===== config.mk =====
export PLATFORM = sky130hd
export DESIGN_NAME = tdsr_receiver
export DESIGN_NICKNAME = d
export VERILOG_FILES = /design/src/core/tdsr_receiver.v
export VERILOG_INCLUDE_DIRS = /design/src /design/src/pkg
export SDC_FILE = /design/constraint.sdc
export NUM_CORES = 1
export LEC_CHECK = 0
export BUFFER_PORTS_ARGS = -buffer_cell sky130_fd_sc_hd__buf_2
export CORE_ASPECT_RATIO = 0.6
export CORE_MARGIN = 2
export CORE_UTILIZATION = 55
export CTS_BUF_LIST = sky130_fd_sc_hd__clkbuf_4
export DETAILED_ROUTE_END_ITERATION = 7
export MAX_ROUTING_LAYER = met4
export PLACE_DENSITY = 0.74
export SYNTH_ARGS = -nofsm -noshare
export SYNTH_HDL_FRONTEND = slang
export SYNTH_SLANG_ARGS = --single-unit

===== constraint.sdc =====
create_clock -name ref_clk -period 6 [get_ports ref_clk]
set_input_delay 0.9 -clock ref_clk [delete_from_list [all_inputs] [get_ports ref_clk]]
set_output_delay 0.9 -clock ref_clk [all_outputs]
set_load 0.02 [all_outputs]

===== src/pkg/tdsr_defines.vh =====
`ifndef TDSR_DEFINES_VH
`define TDSR_DEFINES_VH

// ****************************************
// Register map (byte addresses)
// ****************************************
`define TDSR_ADR_CTRL 8'h00
`define TDSR_ADR_STAT 8'h04
`define TDSR_ADR_FULL 8'h08
`define TDSR_ADR_HALF 8'h0c
`define TDSR_ADR_DATA 8'h10

// ****************************************
// Field positions
// ****************************************
`define TDSR_CTRL_ARM 0
`define TDSR_CTRL_POL 1
`define TDSR_CTRL_CNT_LO 8
`define TDSR_STAT_DONE 0
`define TDSR_STAT_ERR 1
`define TDSR_STAT_CMPL 2
`define TDSR_STAT_FRAME 3
`define TDSR_STAT_IE 4
`define TDSR_STAT_EVT 5
`define TDSR_STAT_ST_LO 8
`define TDSR_ST_UNVER 7
`define TDSR_ST_UNDET 6

// ****************************************
// Reset and load values
// ****************************************
`define TDSR_ARM_TIMER 8'hff
`define TDSR_BITS_RST 6'h0b
`define TDSR_FULL_RST 8'h8e
`define TDSR_HALF_RST 8'hc7

// ****************************************
// Timing
// ****************************************
`define TDSR_CLK_NS 10
`define TDSR_STEP_NS 80000
`define TDSR_STEP_CYC (`TDSR_STEP_NS / `TDSR_CLK_NS)

`endif


===== src/core/tdsr_receiver.v =====
// Implementation choices: the address map and the Wishbone slave port.
`timescale 1ns/1ps
`include "tdsr_defines.vh"

module tdsr_receiver #(
  parameter STEP_CYCLES = `TDSR_STEP_CYC,
  parameter DATA_W = 32
) (
  input wire ref_clk, // System clock
  input wire reset, // Async reset, active high
  input wire wb_cyc_i, // Bus cycle
  input wire wb_stb_i, // Strobe
  input wire wb_we_i, // Write enable
  input wire [7:0] wb_adr_i, // Byte address
  input wire [3:0] wb_sel_i, // Byte lanes
  input wire [31:0] wb_dat_i, // Write data
  output reg [31:0] wb_dat_o, // Read data
  output reg wb_ack_o, // Acknowledge
  input wire rx_line, // Serial receive line
  output reg line_polarity_select, // Polarity bit out
  output reg timer_overflow // Overflow pulse
);

  // ****************************************
  // Functions
  // ****************************************
  function [7:0] lane_merge;
    input [7:0] old_v;
    input [7:0] new_v;
    input en;
    begin
      lane_merge = en ? new_v : old_v;
    end
  endfunction

  function hit;
    input [7:0] adr;
    input [7:0] ref_adr;
    begin
      hit = (adr[7:2] == ref_adr[7:2]);
    end
  endfunction

  // ****************************************
  // State
  // ****************************************
  reg [15:0] presc_ff;
  reg [7:0] timer_ff;
  reg event_mode_ff;
  reg ovf_ie_ff;
  reg [7:0] state_ff;
  reg done_ff;
  reg err_ff;
  reg cmpl_ff;
  reg frame_ff;
  reg [7:0] full_ff;
  reg [7:0] half_ff;
  reg [5:0] bits_ff;
  reg [DATA_W-1:0] data_ff;
  reg test_prev_ff;

  reg [7:0] nxt_timer;
  reg nxt_event_mode;
  reg nxt_ie;
  reg [7:0] nxt_state;
  reg nxt_done;
  reg nxt_err;
  reg nxt_cmpl;
  reg nxt_frame;
  reg nxt_pol;
  reg [DATA_W-1:0] nxt_data;
  reg nxt_ovf;

  wire bus_req;
  wire wr_stb;
  wire gated_test_input;
  wire step_tick;
  wire test_fall;
  wire timer_inc;
  wire wrap;
  wire service;
  wire arm;
  wire wr_ctrl;
  wire wr_stat;
  wire [5:0] cnt_left;

  assign bus_req = wb_cyc_i & wb_stb_i & ~wb_ack_o;
  assign wr_stb = bus_req & wb_we_i;
  assign wr_ctrl = wr_stb & hit(wb_adr_i, `TDSR_ADR_CTRL);
  assign wr_stat = wr_stb & hit(wb_adr_i, `TDSR_ADR_STAT);
  assign arm = wr_ctrl & wb_sel_i[0] & wb_dat_i[`TDSR_CTRL_ARM];

  // ****************************************
  // Edge gate and time base
  // ****************************************
  // Polarity one makes the test input follow the line
  assign gated_test_input = ~(rx_line ^ line_polarity_select);
  // With polarity one, mark to space on the line is a falling test input
  assign test_fall = test_prev_ff & ~gated_test_input;
  assign step_tick = (presc_ff == STEP_CYCLES[15:0] - 16'h0001);
  assign timer_inc = event_mode_ff ? test_fall : step_tick;
  assign wrap = timer_inc & (timer_ff == 8'hff);
  // Wrap with overflow enabled drives one service step
  assign service = wrap & ovf_ie_ff;
  assign cnt_left = state_ff[5:0];

  always @(posedge ref_clk or posedge reset)
  begin
    if (reset)
    begin
      presc_ff <= 16'h0000;
      test_prev_ff <= 1'b1;
    end
    else
    begin
      test_prev_ff <= gated_test_input;
      // Prescaler runs only in timer mode so half bit starts clean
      if (event_mode_ff | step_tick)
        presc_ff <= 16'h0000;
      else
        presc_ff <= presc_ff + 16'h0001;
    end
  end

  // ****************************************
  // Receive sequence
  // ****************************************
  always @*
  begin
    nxt_timer = timer_inc ? timer_ff + 8'h01 : timer_ff;
    nxt_event_mode = event_mode_ff;
    nxt_ie = ovf_ie_ff;
    nxt_state = state_ff;
    nxt_done = done_ff;
    nxt_err = err_ff;
    nxt_cmpl = cmpl_ff;
    nxt_frame = frame_ff;
    nxt_pol = line_polarity_select;
    nxt_data = data_ff;
    nxt_ovf = wrap;
    // Software clear first, so a hardware set below wins
    if (wr_stat & wb_sel_i[0])
    begin
      if (wb_dat_i[`TDSR_STAT_ERR])
        nxt_err = 1'b0;
      if (wb_dat_i[`TDSR_STAT_CMPL])
        nxt_cmpl = 1'b0;
      if (wb_dat_i[`TDSR_STAT_FRAME])
        nxt_frame = 1'b0;
    end
    if (wr_ctrl & wb_sel_i[0])
      nxt_pol = wb_dat_i[`TDSR_CTRL_POL];
    if (service)
    begin
      if (state_ff[`TDSR_ST_UNVER])
      begin
        if (state_ff[`TDSR_ST_UNDET])
        begin
          nxt_timer = half_ff;
          nxt_event_mode = 1'b0;
          nxt_state[`TDSR_ST_UNDET] = 1'b0;
        end
        else if (!rx_line)
        begin
          nxt_timer = full_ff;
          nxt_state[`TDSR_ST_UNVER] = 1'b0;
        end
        else
        begin
          nxt_err = 1'b1;
          // Re-arm for the next start edge
          nxt_timer = `TDSR_ARM_TIMER;
          nxt_event_mode = 1'b1;
          nxt_state = {2'b11, bits_ff};
          nxt_pol = 1'b1;
        end
      end
      else
      begin
        nxt_timer = full_ff;
        nxt_data = {data_ff[DATA_W-2:0], rx_line};
        nxt_state[5:0] = cnt_left - 6'h01;
        if (cnt_left == 6'h01)
        begin
          nxt_done = 1'b0;
          nxt_ie = 1'b0;
          nxt_cmpl = 1'b1;
          // Last sample is the stop bit; space means framing fault
          if (!rx_line)
            nxt_frame = 1'b1;
        end
      end
    end
    // Arm overrides a coincident service step's timer, mode, state, done, ie and pol; err, cmpl, frame and data keep its update
    if (arm)
    begin
      nxt_ie = 1'b0;
      nxt_pol = 1'b1;
      nxt_timer = `TDSR_ARM_TIMER;
      nxt_event_mode = 1'b1;
      nxt_done = 1'b1;
      nxt_state = {2'b11, bits_ff};
      // Overflow re-enabled last, once the timer is loaded
      nxt_ie = 1'b1;
    end
  end

  always @(posedge ref_clk or posedge reset)
  begin
    if (reset)
    begin
      timer_ff <= 8'h00;
      event_mode_ff <= 1'b0;
      ovf_ie_ff <= 1'b0;
      state_ff <= 8'h00;
      done_ff <= 1'b0;
      err_ff <= 1'b0;
      cmpl_ff <= 1'b0;
      frame_ff <= 1'b0;
      line_polarity_select <= 1'b0;
      data_ff <= {DATA_W{1'b0}};
      timer_overflow <= 1'b0;
    end
    else
    begin
      timer_ff <= nxt_timer;
      event_mode_ff <= nxt_event_mode;
      ovf_ie_ff <= nxt_ie;
      state_ff <= nxt_state;
      done_ff <= nxt_done;
      err_ff <= nxt_err;
      cmpl_ff <= nxt_cmpl;
      frame_ff <= nxt_frame;
      line_polarity_select <= nxt_pol;
      data_ff <= nxt_data;
      timer_overflow <= nxt_ovf;
    end
  end

  // ****************************************
  // Configuration registers
  // ****************************************
  always @(posedge ref_clk or posedge reset)
  begin
    if (reset)
    begin
      full_ff <= `TDSR_FULL_RST;
      half_ff <= `TDSR_HALF_RST;
      bits_ff <= `TDSR_BITS_RST;
    end
    else
    begin
      // Baud rate is set by the two reload values
      if (wr_stb & hit(wb_adr_i, `TDSR_ADR_FULL))
        full_ff <= lane_merge(full_ff, wb_dat_i[7:0], wb_sel_i[0]);
      if (wr_stb & hit(wb_adr_i, `TDSR_ADR_HALF))
        half_ff <= lane_merge(half_ff, wb_dat_i[7:0], wb_sel_i[0]);
      // Count of zero would wrap to 63 and take 64 samples; it is kept as one
      if (wr_ctrl & wb_sel_i[1])
      begin
        if (wb_dat_i[13:8] == 6'h00)
          bits_ff <= 6'h01;
        else
          bits_ff <= wb_dat_i[13:8];
      end
    end
  end

  // ****************************************
  // Wishbone slave
  // ****************************************
  always @(posedge ref_clk or posedge reset)
  begin
    if (reset)
    begin
      wb_ack_o <= 1'b0;
      wb_dat_o <= 32'h00000000;
    end
    else
    begin
      wb_ack_o <= bus_req;
      if (bus_req & ~wb_we_i)
      begin
        case ({2'b00, wb_adr_i[7:2]})
          `TDSR_ADR_CTRL >> 2:
            wb_dat_o <= {18'h0, bits_ff, 6'h00, line_polarity_select, 1'b0};
          `TDSR_ADR_STAT >> 2:
            wb_dat_o <= {16'h0000, state_ff, 2'b00, event_mode_ff, ovf_ie_ff,
                         frame_ff, cmpl_ff, err_ff, done_ff};
          `TDSR_ADR_FULL >> 2:
            wb_dat_o <= {24'h000000, full_ff};
          `TDSR_ADR_HALF >> 2:
            wb_dat_o <= {24'h000000, half_ff};
          `TDSR_ADR_DATA >> 2:
            wb_dat_o <= data_ff[31:0];
          default:
            wb_dat_o <= 32'h00000000;
        endcase
      end
    end
  end

endmodule // tdsr_receiver


# After elaboration in Yosys (flattened, before gate mapping)
# Index checks and enable logic that the tools add are counted.
# word_totals
in_bits	50
elab_cells	118
regBits	127
out_inout_bits	35
# op_classes
bitwise	21
mux	51
n_eq_ne	10
reduce_logical	14
n_addsub	3
# op_table
operator	count
$pmux 32 s5	1
$mux 8	8
$mux 1	36
$mux 6	3
$add 16x1->16 const B	1
$eq 16x13->1 const B	1
$mux 16	1
$and 1x1->1	15
$eq 6x1->1 const B	2
$eq 6x2->1 const B	2
$logic_not 6->1	2
$reduce_and 3->1	3
$add 8x1->8 const B	1
$eq 8x8->1 const B	1
$reduce_and 2->1	4
$mux 7	1
$eq 6x3->1 const B	1
$ne 3x2->1 const B	2
$reduce_bool 2->1	3
$reduce_bool 3->1	2
$sub 6x1->6 const B	1
$not 1->1	4
$mux 2	1
$ne 2x1->1 const B	1
2 further kinds	2

# Depth between registers and ports, before layout
# depth
word_depth	11
ltp_mapped	8
ltp_nobuf	7

# Least setup slack after synthesis
# No wires, ideal clock.
# synth_path
path_kind	in2reg
from	in wb_adr_i[5]
to	reg full_ff[0]
t_arrival_ns	2.384
path_buffers	1
path_stages	6
slack_ns	3.491
setup_time_ns	0.125
required_time_ns	5.875
cell_sequence	nor4_1 -> nand2_1 -> nor2_1 -> and2_1 -> buf_2 -> mux2_2
# synth_via
elab_chain_len	3
# synth_lines
element	line_no	text
start: declaration	tdsr_receiver.v:14	input wire [7:0] wb_adr_i,
$eq 6x2->1	tdsr_receiver.v:40	hit = (adr[7:2] == ref_adr[7:2]);
$and 1x1->1	tdsr_receiver.v:254	if (wr_stb & hit(wb_adr_i, `TDSR_ADR_FULL))
$reduce_and 2->1 (no source line)	--	
end signal: assignment	tdsr_receiver.v:247	full_ff <= `TDSR_FULL_RST;
end signal: assignment	tdsr_receiver.v:255	full_ff <= lane_merge(full_ff, wb_dat_i[7:0], wb_sel_i[0]);
end: declaration	tdsr_receiver.v:56	reg [7:0] full_ff;
# Every way passes these cells.
# A chain may end at the register's enable or synchronous reset.

# Worst setup path after layout
# layout_path
from	in wb_adr_i[4]
to	reg state_ff[5]
# layout_via
elab_chain_len	6
elab_cells_between_ends	9
classes_between	eq/ne: 2; mux: 1; bitwise: 3; reduce/logical: 3
# layout_lines
element	line_no	text
$logic_not 6->1 (*)	tdsr_receiver.v:40	
$and 1x1->1 (*)	tdsr_receiver.v:89	assign wr_ctrl = wr_stb & hit(wb_adr_i, `TDSR_ADR_CTRL);
$and 1x1->1 (*) (2 in a row)	tdsr_receiver.v:91	assign arm = wr_ctrl & wb_sel_i[0] & wb_dat_i[`TDSR_CTRL_ARM];
$ne 3x2->1 (no source line) or $reduce_bool 2->1 (tied branches)	--	
$reduce_and 3->1 (no source line)	--	
end signal: assignment	tdsr_receiver.v:229	state_ff <= nxt_state;
end: declaration	tdsr_receiver.v:51	reg [7:0] state_ff;
# Mark *: on every way between the ends. The rest lies on a longest branch, timed or not.

==> flow_summary.json <==
{
  "hold_violations": 0,
  "avgSynthCellArea_um2": 10.1,
  "slew-limit-headroom_pct": 20.7,
  "synthTopCellsByCount": "nand2_1, dfrtp_1, nor2_1",
  "ctsResizeCount": 0,
  "holdBufCountCts": 0,
  "synth-seq-cells": 127,
  "cts_buffers": 17,
  "synth-xor-area-share_pct": 2.27,
  "pwr-share-seq_pct": 55.1,
  "maxCapViolCount": 0,
  "period_needed_ps": 3120,
  "end_kind": "flip-flop",
  "clock-root-buffer": "clkbuf_4",
  "grt_usage_pct": 26.6,
  "synthAdderAreaFrac_pct": 0.866,
  "grt_overflow_total": 0,
  "yosysWarnings": 0,
  "slew_violations": 0,
  "ys.flop_type": "dfrtp_1",
  "area_growth_syn_to_layout_pct": 11.4,
  "grt_use_met1_pct": 41.2,
  "first_global_vias": 4378,
  "postCtsSetupBuffers": 0,
  "setup-tns-final_ps": 0,
  "synth_most_common_cell": "nand2_1",
  "syn_nets": 628,
  "status": "complete, no violations",
  "fp-row-count": 28,
  "intPower_uw": 1200,
  "routed_wire_length_per_instance_um": 17.6,
  "dr.pass1.iters": 6,
  "timing.fmax_mhz": 321,
  "vias": 4593,
  "synth_top_cell_by_area": "dfrtp_1",
  "cp.arrival_ps": 3570,
  "power.switching_uw": 478,
  "path_clk_slew_ps": 120,
  "power_frac_clock_pct": 37.2,
  "finalWirelength_um": 13600,
  "cp_max_fo": 16,
  "yosysTopAreaCellShare_pct": 49.4,
  "power_frac_comb_pct": 7.7,
  "ys_types": 60,
  "async_flop_share_pct": 100,
  "worstSetupStartpointType": "primary input",
  "antennaDiodeCount": 0,
  "worst_ep_required_time_ps": 6460,
  "synth_edf_count": 0,
  "cts_tree": "built",
  "pwr_density_cell_nw_per_um2": 261,
  "synth_simple_gate_area_share_pct": 19.1,
  "fin_skew_ps": 29.4,
  "synth_top_family_by_area": "simple AND/OR/NAND/NOR gates",
  "placedCellCount": 743,
  "drive_gt1_share_pct": 22.2,
  "drtIter0Drc": 540,
  "grt_use_met2_pct": 33.8,
  "insertion_delay_ps": 540,
  "final.period_utilization_pct": 51.9,
  "netlist_area_um2": 5780,
  "h-tree-depth": 4,
  "die_area_um2": 11400,
  "start_util_pct": 57.5,
  "stdcell_count": 775,
  "ant_nets": 0,
  "tightest_slew_ps": 1190,
  "critPathKind": "in2reg",
  "synth-compound-area-share_pct": 14.2,
  "die_x_um": 136,
  "antenna_found_initial": 0,
  "peakVddDrop_v": 0.000208,
  "die_h_um": 83.4,
  "synthTopCellsByArea": "dfrtp_1, nand2_1, dfstp_2",
  "drc_errors": 0,
  "hold_path_class": "reg2reg",
  "dp_hpwl_um": 9600,
  "grt_setup_unrepaired": "false",
  "numClockSinks": 127,
  "grt_max_degree": 88,
  "clockBufferDepth": 2,
  "p_leak_uw": 0.00321,
  "netlist_instances": 574,
  "p_sw_share_pct": 28.4,
  "coreArea_um2": 10100,
  "num_io_pins": 85,
  "grt_pass1_wl_um": 22600,
  "fin_nets": 681,
  "synth-seq-area-share_pct": 55.3,
  "gp_congestion": 0.930,
  "muxShareOfSynthArea_pct": 5.15,
  "setup_violations": 0,
  "grt_busiest_layer": "met1",
  "port_buffers": 62,
  "grt_util_met3_pct": 7.14,
  "vias_per_cell": 5.93
}
## per-stage QoR
step | total power [uW] | setup slack (ps) | util, % | hold WS (ps) | instance area [um2]
global placement | 1060 | 2370 | 61.0 | 439 | 6130
floorplan | 1030 | 1740 | - | 440 | 5780
finish | 1680 | 2880 | 64.0 | 477 | 6440
detailed placement | 1070 | 2380 | 61.0 | 453 | 6130
CTS | 1690 | 2950 | 64.0 | 473 | 6440
global route | 1750 | 2610 | 64.0 | 506 | 6440
## logic make-up after synthesis
kind of cell,after synthesis
muxes,27
adders and majority gates,4
xor gates and xnor gates,15
and+or+nand+nor,248
DFF,127
AOI/OAI and AO/OA,114
buffers and inverters,39
## state kept, by name, indices dropped and copies added (netlist names)
| register | count |
|---|---|
| bits_ff | 6 |
| cmpl_ff | 1 |
| data_ff | 32 |
| done_ff | 1 |
| err_ff | 1 |
| event_mode_ff | 1 |
| frame_ff | 1 |
| full_ff | 8 |
| half_ff | 8 |
| line_polarity_select | 1 |
| presc_ff | 16 |
| state_ff | 8 |
| test_prev_ff | 1 |
| timer_ff | 8 |
| timer_overflow | 1 |
| wb_ack_o | 1 |
| wb_dat_o | 32 |
## worst max-delay path, cell delays in order
cell and delay [ps]:
buf_2 130, nor4_1 750, nand4_1 800, nand2_1 470, a32oi_1 130, and2b_1 260, a2bb2oi_2 120
## layer usage
layer	wire (um)	part of all wire, %	up-vias
met1	6730	49	2228
met3	1300	9.6	18
met4	129	0.95	0
met2	5450	40	216
met5	0	0	-
li1	-	-	2131
## cell type report
type,instances,area (um2)
Tap cell,135,169
Clock buffer,17,128
Timing Repair Buffer,64,325
Sequential cell,127,3190
Inverter,9,36.3
Multi-Input combinational cell,408,2410
Clock inverter,15,179
Fill cell,821,3620
## power by group through the flow
stage | combinational (uW) | clock [uW] | sequential (uW)
after floorplan | 92.9 | 0 | 933
after global placement | 123 | 0 | 940
after detailed placement | 129 | 0 | 941
after CTS | 130 | 635 | 925
after global routing | 148 | 671 | 932
final | 130 | 625 | 927
## worst paths after layout
kind                              start           to  slack [ps]  cells past startpoint
min in group asynchronous         reset  data_ff[15]         610                      2
max in group asynchronous         reset  wb_dat_o[6]        4300                      3
setup / recovery            wb_adr_i[4]  state_ff[5]        2880                      7
hold reg to reg                wb_ack_o     wb_ack_o         480                      1
setup reg to reg           presc_ff[13]  data_ff[16]        3010                      6
hold / removal                 wb_ack_o     wb_ack_o         480                      1
## cells in the final DEF (no fill, tap or decap), drive strengths merged, types with 4 or more instances in the layout
cell	synthesis	final
and3	6	6
xnor2	5	5
ha	4	4
nand2	141	141
a21o	5	5
clkbuf	19	17
nand3	16	16
and2	6	6
a22o	18	18
mux2i	5	5
dfstp	13	13
nand4	11	11
nor3	11	11
clkinv	0	5
nor2	43	43
o21ai	34	34
inv	9	15
dfrtp	114	114
o22ai	10	10
a222oi	10	10
buf	11	64
mux2	22	22
xor2	10	10
a21oi	13	13
Note: power is estimated with default switching activity, not from simulation.
